File: src/hw/rtci_pkg.sv
package rtci_pkg;
   // Clock rate and timing
   localparam int unsigned CLK_HZ = 20000000;
   localparam int unsigned XTAL_HZ = 32768;
   // Edge event length in microseconds, longest time rounds down
   localparam int unsigned EVT_US = 7900;
   localparam int unsigned EVT_CYC = (CLK_HZ / 1000) * EVT_US / 1000;
   // Carry deferral during a data read, microseconds
   localparam int unsigned DEFER_US = 500000;
   localparam int unsigned DEFER_CYC = (CLK_HZ / 1000) * (DEFER_US / 1000);
   // Correction interval in seconds per interval select
   localparam logic [5:0] CORR_INT_FINE = 6'h3C;
   localparam logic [5:0] CORR_INT_COARSE = 6'h14;
   localparam logic [5:0] SEC_PER_MIN = 6'h3C;
   // Correction register layout
   localparam int unsigned CORR_SEL_BIT = 0;
   localparam logic [7:0] CORR_RESET = 8'h00;
   localparam logic [6:0] CORR_ZERO = 7'h00;
   localparam logic [6:0] CORR_SIGN = 7'h40;
   // Frequency select field: one bit per tap of the divider
   localparam int unsigned FSEL_W = 5;
   localparam logic [7:0] FREQ_RESET = 8'h00;
   // Power-on frequency select gives the 1 Hz tap
   localparam logic [7:0] FREQ_POR = 8'h80;
   // Output mode select encoding
   typedef enum logic [2:0] {
      RTCI_MODE_OFF = 3'b000,
      RTCI_MODE_FREQ = 3'b001,
      RTCI_MODE_EDGE = 3'b010,
      RTCI_MODE_PER1 = 3'b011,
      RTCI_MODE_PER2 = 3'b100,
      RTCI_MODE_XTAL = 3'b101
   } rtci_mode_t;
   // Host command port offsets
   localparam logic [3:0] ADR_MODE = 4'h0;
   localparam logic [3:0] ADR_FREQ = 4'h1;
   localparam logic [3:0] ADR_CORR = 4'h2;
   localparam logic [3:0] ADR_STAT = 4'h3;
   localparam logic [3:0] ADR_PIN = 4'h4;
endpackage

File: src/hw/rtci_if.sv
`timescale 1ns/1ns
`default_nettype none
interface rtci_if;
   import rtci_pkg::*;
   // Open-drain interrupt line, driven low when enabled
   logic int_out_en;
   logic int_level;
   // Configuration fields the host writes into the device
   rtci_mode_t mode;
   logic [7:0] freq_sel;
   logic [7:0] corr;
   logic init;
   logic rt_read;
   logic rt_write;
   logic [5:0] rt_sec;
   // Device status back to host
   logic power_on_flag;
   assign int_level = ~int_out_en;
   modport dev (input mode, freq_sel, corr, init, rt_read, rt_write,
      rt_sec, output int_out_en, power_on_flag);
   modport host (output mode, freq_sel, corr, init, rt_read, rt_write,
      rt_sec, input int_level, power_on_flag);
endinterface
`default_nettype wire

File: src/hw/rtci_dev.sv
`timescale 1ns/1ns
`default_nettype none
module rtci_dev
   import rtci_pkg::*;
#(
   parameter int unsigned DIV_HZ = XTAL_HZ,
   parameter int unsigned EVT_LEN = EVT_CYC,
   parameter int unsigned DEFER_LEN = DEFER_CYC
) (
   // Clock and reset
   input wire logic clk_sys_i,
   input wire logic srst_i,
   // Link to host
   rtci_if.dev link,
   // Divider taps for monitoring
   output logic sec_tick_o,
   output logic min_carry_o
);
   // Crystal tick prescaler from system clock
   // A scaled-down divider ticks every clock to keep short runs short
   localparam int unsigned PRE = (DIV_HZ < XTAL_HZ) ? 1 : CLK_HZ / DIV_HZ;
   localparam int unsigned DW = $clog2(DIV_HZ);
   logic [15:0] pre_reg;
   logic xt_tick;
   assign xt_tick = (pre_reg == 16'(PRE - 1));
   always_ff @(posedge clk_sys_i) begin
      if (srst_i || xt_tick) pre_reg <= 16'h0000;
      else pre_reg <= pre_reg + 16'h0001;
   end

   // Correction: signed count from reversed field
   logic [6:0] corr_code;
   logic fine_sel;
   genvar gi;
   for (gi = 0; gi < 7; gi++) begin : g_rev
      assign corr_code[gi] = link.corr[7 - gi];
   end
   assign fine_sel = link.corr[CORR_SEL_BIT];
   // Code of 64 or more means extra counts, below 64 means fewer counts
   logic signed [7:0] corr_adj;
   assign corr_adj = (corr_code >= CORR_SIGN) ?
      $signed({1'b0, corr_code}) - $signed(8'h80) :
      $signed({1'b0, corr_code});

   // Divider chain from crystal ticks; one spare bit for long seconds
   logic [15:0] div_reg;
   logic [5:0] sec_reg;
   logic [5:0] corr_int;
   logic corr_now;
   logic [15:0] div_top;
   // Only the last second of each interval is stretched or shortened
   assign corr_int = fine_sel ? CORR_INT_FINE : CORR_INT_COARSE;
   assign corr_now = ((sec_reg % corr_int) ==
      (corr_int - 6'h01));
   // Two ticks per step; fine mode spreads it over 60 s
   assign div_top = corr_now ?
      16'($signed(32'(DIV_HZ - 1)) - 32'(corr_adj <<< 1)) :
      16'(DIV_HZ - 1);
   logic sec_wrap;
   assign sec_wrap = xt_tick && (div_reg >= div_top);
   always_ff @(posedge clk_sys_i) begin
      if (srst_i || link.init) div_reg <= 16'h0000;
      else if (sec_wrap) div_reg <= 16'h0000;
      else if (xt_tick) div_reg <= div_reg + 16'h0001;
   end

   // Seconds; a data write loads seconds and shifts the carry
   logic carry_due;
   always_ff @(posedge clk_sys_i) begin
      if (srst_i || link.init) sec_reg <= 6'h00;
      else if (link.rt_write) sec_reg <= (link.rt_sec >= SEC_PER_MIN) ?
         6'h00 : link.rt_sec;
      else if (sec_wrap) sec_reg <= (sec_reg == SEC_PER_MIN - 6'h01) ?
         6'h00 : sec_reg + 6'h01;
   end
   assign carry_due = sec_wrap && (sec_reg == SEC_PER_MIN - 6'h01);

   // Carry held back while a data read runs, bounded
   logic pend_reg;
   logic [23:0] defer_reg;
   logic carry;
   assign carry = (pend_reg || carry_due) &&
      (!link.rt_read || defer_reg >= 24'(DEFER_LEN - 1));
   always_ff @(posedge clk_sys_i) begin
      if (srst_i) pend_reg <= 1'b0;
      else pend_reg <= (pend_reg || carry_due) && !carry;
      if (srst_i || !(pend_reg || carry_due)) defer_reg <= 24'h000000;
      else defer_reg <= defer_reg + 24'h000001;
   end

   // Minute event window and periodic toggle
   logic [17:0] evt_reg;
   logic evt_live;
   logic half_reg;
   assign evt_live = (evt_reg != 18'h00000);
   always_ff @(posedge clk_sys_i) begin
      if (srst_i || carry) evt_reg <= carry ? 18'(EVT_LEN) : 18'h00000;
      else if (evt_live) evt_reg <= evt_reg - 18'h00001;
   end

   // Mode tracking: wait for first carry after selection
   logic armed_reg;
   rtci_mode_t mode_last;
   always_ff @(posedge clk_sys_i) begin
      if (srst_i) mode_last <= RTCI_MODE_OFF;
      else mode_last <= link.mode;
      if (srst_i || link.mode != mode_last) armed_reg <= 1'b0;
      else if (carry) armed_reg <= 1'b1;
   end
   // 30 s half period of the minute square wave
   always_ff @(posedge clk_sys_i) begin
      // Phase runs free so a re-enable finds the low half
      if (srst_i) half_reg <= 1'b0;
      else if (carry) half_reg <= 1'b1;
      else if (sec_wrap && sec_reg == (SEC_PER_MIN >> 1) - 6'h01)
         half_reg <= 1'b0;
   end
   // Edge latch: low until enable cleared
   logic edge_reg;
   always_ff @(posedge clk_sys_i) begin
      if (srst_i || link.mode != RTCI_MODE_EDGE) edge_reg <= 1'b0;
      else if (!armed_reg && (carry || evt_live)) edge_reg <= 1'b1;
   end
   // Periodic 1 low phase remembered across a disable
   logic keep_reg;
   always_ff @(posedge clk_sys_i) begin
      if (srst_i || !half_reg) keep_reg <= 1'b0;
      else if (link.mode == RTCI_MODE_PER1 && armed_reg) keep_reg <= 1'b1;
   end

   // Power-on flag and its frequency select
   logic por_reg;
   always_ff @(posedge clk_sys_i) begin
      if (srst_i) por_reg <= 1'b1;
      else if (link.init) por_reg <= 1'b0;
   end

   // Frequency taps: each of select bits 7 to 3 picks a divider stage; bits 2 to 0 are unused
   logic [7:0] fsel;
   logic [FSEL_W-1:0] tap_hit;
   assign fsel = por_reg ? FREQ_POR : link.freq_sel;
   for (gi = 0; gi < FSEL_W; gi++) begin : g_tap
      // Bit 7 is 1 Hz, each lower bit doubles the rate
      assign tap_hit[gi] = !fsel[7 - gi] || div_reg[DW - 1 - gi];
   end
   logic freq_wave;
   assign freq_wave = &tap_hit && (fsel[7:3] != 5'h00);

   // Pin low request per mode
   logic low_next;
   always_comb begin
      low_next = 1'b0;
      if (por_reg) begin
         low_next = freq_wave;
      end else begin
         unique case (link.mode)
            RTCI_MODE_OFF: low_next = 1'b0;
            RTCI_MODE_FREQ: low_next = freq_wave;
            // Re-enabling inside the window drives low again
            RTCI_MODE_EDGE: low_next = edge_reg;
            RTCI_MODE_PER1: low_next = half_reg &&
               (armed_reg || keep_reg);
            RTCI_MODE_PER2: low_next = armed_reg && evt_live;
            RTCI_MODE_XTAL: low_next = div_reg[0];
            default: low_next = 1'b0;
         endcase
      end
   end

   // Registered pin and flags
   logic low_reg;
   logic tick_reg;
   logic mc_reg;
   always_ff @(posedge clk_sys_i) begin
      if (srst_i) begin
         low_reg <= 1'b0;
         tick_reg <= 1'b0;
         mc_reg <= 1'b0;
      end else begin
         low_reg <= low_next;
         tick_reg <= sec_wrap;
         mc_reg <= carry;
      end
   end
   assign link.int_out_en = low_reg;
   assign link.power_on_flag = por_reg;
   assign sec_tick_o = tick_reg;
   assign min_carry_o = mc_reg;
endmodule
`default_nettype wire

File: src/flat_wrapper.sv
// flat-port wrapper written by rule: the top's interface ports become plain ports
module rtci_dev_flat import rtci_pkg::*;
#(
   parameter int unsigned DIV_HZ = XTAL_HZ,
   parameter int unsigned EVT_LEN = EVT_CYC,
   parameter int unsigned DEFER_LEN = DEFER_CYC
)
  (clk_sys_i, srst_i, sec_tick_o, min_carry_o, link_mode, link_freq_sel, link_corr, link_init, link_rt_read, link_rt_write, link_rt_sec, link_int_out_en, link_power_on_flag);
  rtci_if link_i ();
  input wire logic clk_sys_i;
  input wire logic srst_i;
  output logic sec_tick_o;
  output logic min_carry_o;
  input wire logic [$bits(link_i.mode)-1:0] link_mode;
  input wire logic [$bits(link_i.freq_sel)-1:0] link_freq_sel;
  input wire logic [$bits(link_i.corr)-1:0] link_corr;
  input wire logic [$bits(link_i.init)-1:0] link_init;
  input wire logic [$bits(link_i.rt_read)-1:0] link_rt_read;
  input wire logic [$bits(link_i.rt_write)-1:0] link_rt_write;
  input wire logic [$bits(link_i.rt_sec)-1:0] link_rt_sec;
  output wire logic [$bits(link_i.int_out_en)-1:0] link_int_out_en;
  output wire logic [$bits(link_i.power_on_flag)-1:0] link_power_on_flag;
  assign link_i.mode = link_mode;
  assign link_i.freq_sel = link_freq_sel;
  assign link_i.corr = link_corr;
  assign link_i.init = link_init;
  assign link_i.rt_read = link_rt_read;
  assign link_i.rt_write = link_rt_write;
  assign link_i.rt_sec = link_rt_sec;
  assign link_int_out_en = link_i.int_out_en;
  assign link_power_on_flag = link_i.power_on_flag;
  rtci_dev #(.DIV_HZ(DIV_HZ), .EVT_LEN(EVT_LEN), .DEFER_LEN(DEFER_LEN)) u_core (.clk_sys_i(clk_sys_i), .srst_i(srst_i), .link(link_i), .sec_tick_o(sec_tick_o), .min_carry_o(min_carry_o));
endmodule
File: config.mk
export PLATFORM = sky130hd
export DESIGN_NAME = rtci_dev_flat
export DESIGN_NICKNAME = d
export VERILOG_FILES = /design/src/hw/rtci_pkg.sv /design/src/hw/rtci_if.sv /design/src/hw/rtci_dev.sv /design/src/flat_wrapper.sv
export SDC_FILE = /design/constraint.sdc
export NUM_CORES = 1
export LEC_CHECK = 0
export ABC_AREA = 1
export BUFFER_PORTS_ARGS = -buffer_cell sky130_fd_sc_hd__buf_4
export CORE_MARGIN = 10
export CORE_UTILIZATION = 38
export CTS_CLUSTER_DIAMETER = 30
export DETAILED_ROUTE_END_ITERATION = 12
export PLACE_DENSITY = 0.5
export SLEW_MARGIN = 20
export SYNTH_ARGS = -nofsm -noshare
export SYNTH_HDL_FRONTEND = slang
export SYNTH_SLANG_ARGS = --single-unit
File: constraint.sdc
create_clock -name clk_sys_i -period 6 [get_ports clk_sys_i]
set_input_delay 0.6 -clock clk_sys_i [delete_from_list [all_inputs] [get_ports clk_sys_i]]
set_output_delay 0.6 -clock clk_sys_i [all_outputs]
set_load 0.02 [all_outputs]
==> results.txt <==
----------------------------------------------------
[Logic synthesis]
  Synthesized instance count ... 758
  Synthesized area per cell ... 7.25 µm²
  Sequential element share of the synthesized area ... 36.8%
  Leading post-synthesis cells by cell area ... sky130_fd_sc_hd__dfxtp_1, sky130_fd_sc_hd__nand2_1, sky130_fd_sc_hd__edfxtp_1, sky130_fd_sc_hd__inv_1, sky130_fd_sc_hd__nor2_1
  Count of flip-flops with a built-in enable after synthesis ... 18
  Post-synth cell types ... 45
  Top cell type's share of synthesized area ... 26.9%
  Async S/R FF share, synth ... 0%
  Yosys warns ... 0
  Synthesis-stage register bit count ... 92
  Post-synthesis net count ... 814
  Biggest area consumer among synthesized cells ... sky130_fd_sc_hd__dfxtp_1
  Post-synth top flop ... sky130_fd_sc_hd__dfxtp_1
  Netlist area before placement ... 5500 µm²

[Layout]
  Fill cell count ... 1428
  Final standard cell area without fillers ... 6190 µm²
  Final net count ... 846
  N_diodes ... 0
  Finished Core Util ... 44.1%
  Fraction of layout cells with a size suffix above 1 ... 11.9%
  Flip-flop count of the largest register, all copies and words added ... 24
  Synthesis-to-layout area growth ... 12.7%

[Setup path]
  Arrival @ worst endpoint ... 4840 ps
  Maximum fanout count along the critical path ... 11
  Required arrival time at the worst endpoint ... 6050 ps
  Flop-to-flop setup slack ... 1350 ps
  Depth of the worst register-to-register path ... 23
  Crit Path Class ... input pin to flip-flop
  Type of destination of the critical path ... flip-flop
  Endpoint of the most critical register-to-register path ... u_core.evt_reg[13]$_DFFE_PP_
  Reg-to-reg startpoint ... u_core.sec_reg[4]$_SDFFE_PP0P_
  Startpoint types ... input pin

[Floorplan]
  Chip width ... 140 µm
  Height of the die ... 140 µm
  FP Rows ... 43
  Ports ... 34
  Core Region ... 14000 µm²
  Die area ... 19700 µm²
  Effective utilization at floorplan ... 39.2%

[Run status]
  Run status ... finished, final reports clean

[Timing]
  Relative max-transition margin ... 60.4%
  Worst clock skew ... 6.60 ps
  Setup violators final ... 0
  Setup total negative slack ... 0 ps
  Setup repair after global routing missed its margin ... false
  Highest clock frequency the design can meet ... 209 MHz
  Final Cycle Share ... 79.8%
  Worst-Margin Slew ... 593 ps
  Clock period minus worst slack ... 4790 ps
  Final critical-path setup slack ... 1210 ps
  Max-slew violation count ... 0
  Number of hold violations in the final report ... 0

[Hold path]
  Class of the most critical hold timing path ... flip-flop to flip-flop
  Worst hold stages ... 1
  Origin of the worst min-delay path ... u_core.defer_reg[0]$_SDFF_PP0_
  Hold Path Sink ... u_core.defer_reg[0]$_SDFF_PP0_

[Detailed routing]
  Count of nets left with antenna violations after detail routing ... 0
  Detail-routed via count per cell ... 4.89
  Routed via count ... 4765
  Drt drc ... 0
  Initial DRC count ... 272
  Post-DR wirelength/cell ... 12.4 µm
  DR pass1 iterations ... 4
  Wire length after detailed routing ... 12100 µm

[Clocking]
  CTS buffer count ... 9
  Clock-pin slew of the registers on the worst-case setup and hold paths ... 70 ps
  CTS root buf ... sky130_fd_sc_hd__clkbuf_16
  Number of buffers inserted by post-CTS setup repair ... 0
  Number of hold buffers added after cts ... 0
  Count of instances resized after the clock tree is built ... 0
  CTS Buffer Depth ... 2
  Source-to-sink clock delay at the later pin of the worst-skew pair ... 350 ps
  CTS tree ... yes
  Clock Sinks ... 92
  H-tree level count ... 3

[Placement]
  Worst slack, placed ... 814 ps
  Placed instance area ... 5890 µm²
  Final GP Congestion ... 0.825
  DP HPWL ... 9140 µm
  Input/output buffers ... 30

[Global route]
  Overall track demand over capacity in global routing ... 12.6%
  Global-route congestion overflow total ... 0
  Vias in the first global route ... 4472
  Pin count of the biggest net entering global routing ... 26
  Global-route wire length before repair ... 21000 µm
  Antenna violations before repair ... 0

[Job]
  # Max-Cap Violations ... 0

[Power]
  Overall power of the completed layout ... 1.67 mW
  Power density cells ... 269 nW/µm²
  Maximum vdd drop ... 0.000141 V
  Static leakage power ... 2.56 nW

----------------------------------------------------
-- worst max path at each step --
| stage | startpoint | endpoint | cells past startpoint | slack (ps) |
|---|---|---|---|---|
| 6_report | link_corr[0] | u_core.evt_reg[13]$_DFFE_PP_ | 25 | 1210 |
| 4_1_cts | link_corr[0] | u_core.evt_reg[10]$_SDFFCE_PP0P_ | 25 | 1180 |
| 5_1_grt | link_corr[0] | u_core.evt_reg[13]$_DFFE_PP_ | 25 | 720 |
| 3_5_place_dp | link_corr[0] | u_core.evt_reg[10]$_SDFFCE_PP0P_ | 25 | 810 |
| 2_1_floorplan | link_corr[0] | u_core.evt_reg[0]$_SDFFCE_PP0P_ | 24 | 1390 |
| 3_3_place_gp | link_corr[0] | u_core.evt_reg[7]$_SDFFCE_PP0P_ | 25 | 1000 |
-- power by group --
part / leakage (nW) / internal, mW / switching [mW]
combinational: 1.59 / 0.131 / 0.201
clock: 0.153 / 0.334 / 0.249
sequential: 0.811 / 0.711 / 0.0412
total: 2.56 / 1.18 / 0.491
-- metrics by stage --
step           hold WS [ps]  std cells
2_1_floorplan           418        758
3_3_place_gp            432        959
3_5_place_dp            442        959
4_1_cts                 453        975
5_1_grt                 473        975
6_report                453        975
-- logic make-up after synthesis --
| group | after synthesis | synth area share, % |
|---|---|---|
| fa+ha+maj | 26 | 5.92 |
| buf+inv | 124 | 8.99 |
| simple gates | 380 | 32.8 |
| compound gates | 106 | 10.7 |
| flops | 92 | 36.8 |
| xor+xnor | 30 | 4.78 |
-- Yosys cell counts, types with 10 or more instances --
cell                       instances
sky130_fd_sc_hd__a21oi_1          53
sky130_fd_sc_hd__dfxtp_1          74
sky130_fd_sc_hd__edfxtp_1         18
sky130_fd_sc_hd__ha_1             26
sky130_fd_sc_hd__inv_1           108
sky130_fd_sc_hd__nand2_1         152
sky130_fd_sc_hd__nand3_1          24
sky130_fd_sc_hd__nand4_1          23
sky130_fd_sc_hd__nor2_1           99
sky130_fd_sc_hd__nor2_2           10
sky130_fd_sc_hd__nor3_1           26
sky130_fd_sc_hd__o21ai_0          33
sky130_fd_sc_hd__xor2_1           22
-- cells in the final DEF (no fill, tap or decap), types with 2 or more instances in the layout --
| cell type | instances |
|---|---|
| sky130_fd_sc_hd__xor2_1 | 22 |
| sky130_fd_sc_hd__nand3_1 | 24 |
| sky130_fd_sc_hd__o2111ai_1 | 2 |
| sky130_fd_sc_hd__clkbuf_16 | 9 |
| sky130_fd_sc_hd__clkinv_2 | 3 |
| sky130_fd_sc_hd__a31oi_1 | 4 |
| sky130_fd_sc_hd__nand2_2 | 6 |
| sky130_fd_sc_hd__nor2_1 | 99 |
| sky130_fd_sc_hd__nor2_2 | 10 |
| sky130_fd_sc_hd__o21ai_2 | 3 |
| sky130_fd_sc_hd__nand2_4 | 2 |
| sky130_fd_sc_hd__nor3_1 | 26 |
| sky130_fd_sc_hd__nor2_4 | 3 |
| sky130_fd_sc_hd__inv_2 | 5 |
| sky130_fd_sc_hd__edfxtp_1 | 18 |
| sky130_fd_sc_hd__buf_4 | 32 |
| sky130_fd_sc_hd__nand3_2 | 2 |
| sky130_fd_sc_hd__nor3b_1 | 9 |
| sky130_fd_sc_hd__nor3_4 | 3 |
| sky130_fd_sc_hd__a22oi_1 | 2 |
| sky130_fd_sc_hd__nand2_1 | 152 |
| sky130_fd_sc_hd__nor3b_2 | 2 |
| sky130_fd_sc_hd__nand3b_1 | 3 |
| sky130_fd_sc_hd__inv_1 | 108 |
| sky130_fd_sc_hd__nand4_1 | 23 |
| sky130_fd_sc_hd__nor4_1 | 5 |
| sky130_fd_sc_hd__or2_2 | 4 |
| sky130_fd_sc_hd__o21ai_0 | 33 |
| sky130_fd_sc_hd__xnor2_1 | 8 |
| sky130_fd_sc_hd__ha_1 | 26 |
| sky130_fd_sc_hd__nor3_2 | 5 |
| sky130_fd_sc_hd__a21oi_1 | 53 |
| sky130_fd_sc_hd__dfxtp_1 | 74 |
-- layer usage --
metal	vias up	global-route usage, %	share of wire, %
li1	2542	-	-
met1	2143	16.8	52
met2	69	19.4	42
met3	11	3.21	4.0
met4	0	4.02	1.3
met5	-	0	0
-- worst max-delay path, stage by stage --
cell	delay, ps
sky130_fd_sc_hd__buf_4	130
sky130_fd_sc_hd__inv_1	150
sky130_fd_sc_hd__ha_1	280
sky130_fd_sc_hd__nand2_2	80
sky130_fd_sc_hd__nand2_1	90
sky130_fd_sc_hd__nand2_2	90
sky130_fd_sc_hd__xor2_1	190
sky130_fd_sc_hd__inv_1	60
sky130_fd_sc_hd__ha_1	300
sky130_fd_sc_hd__a21oi_1	200
sky130_fd_sc_hd__a21oi_1	80
sky130_fd_sc_hd__a221oi_2	290
sky130_fd_sc_hd__o21ai_2	190
sky130_fd_sc_hd__nor2_2	330
sky130_fd_sc_hd__inv_1	90
sky130_fd_sc_hd__ha_1	320
sky130_fd_sc_hd__nand2_1	80
sky130_fd_sc_hd__nor3_1	180
sky130_fd_sc_hd__nand2_1	70
sky130_fd_sc_hd__nand2_1	120
sky130_fd_sc_hd__nand3_1	130
sky130_fd_sc_hd__nand2_1	130
sky130_fd_sc_hd__nand2_1	70
sky130_fd_sc_hd__nand3_1	280
sky130_fd_sc_hd__buf_4	280
-- area by class of cell --
cell class | instances | area (µm²) | area share [%]
clock inverter | 6 | 62.6 | 1.01
timing repair buffer | 32 | 240 | 3.88
inverter | 113 | 424 | 6.85
sequential | 92 | 2020 | 32.6
tap | 180 | 225 | 3.64
clock buffer | 10 | 239 | 3.86
multi-input combinational | 542 | 2980 | 48.1
Note: power is estimated with default switching activity, not from simulation.
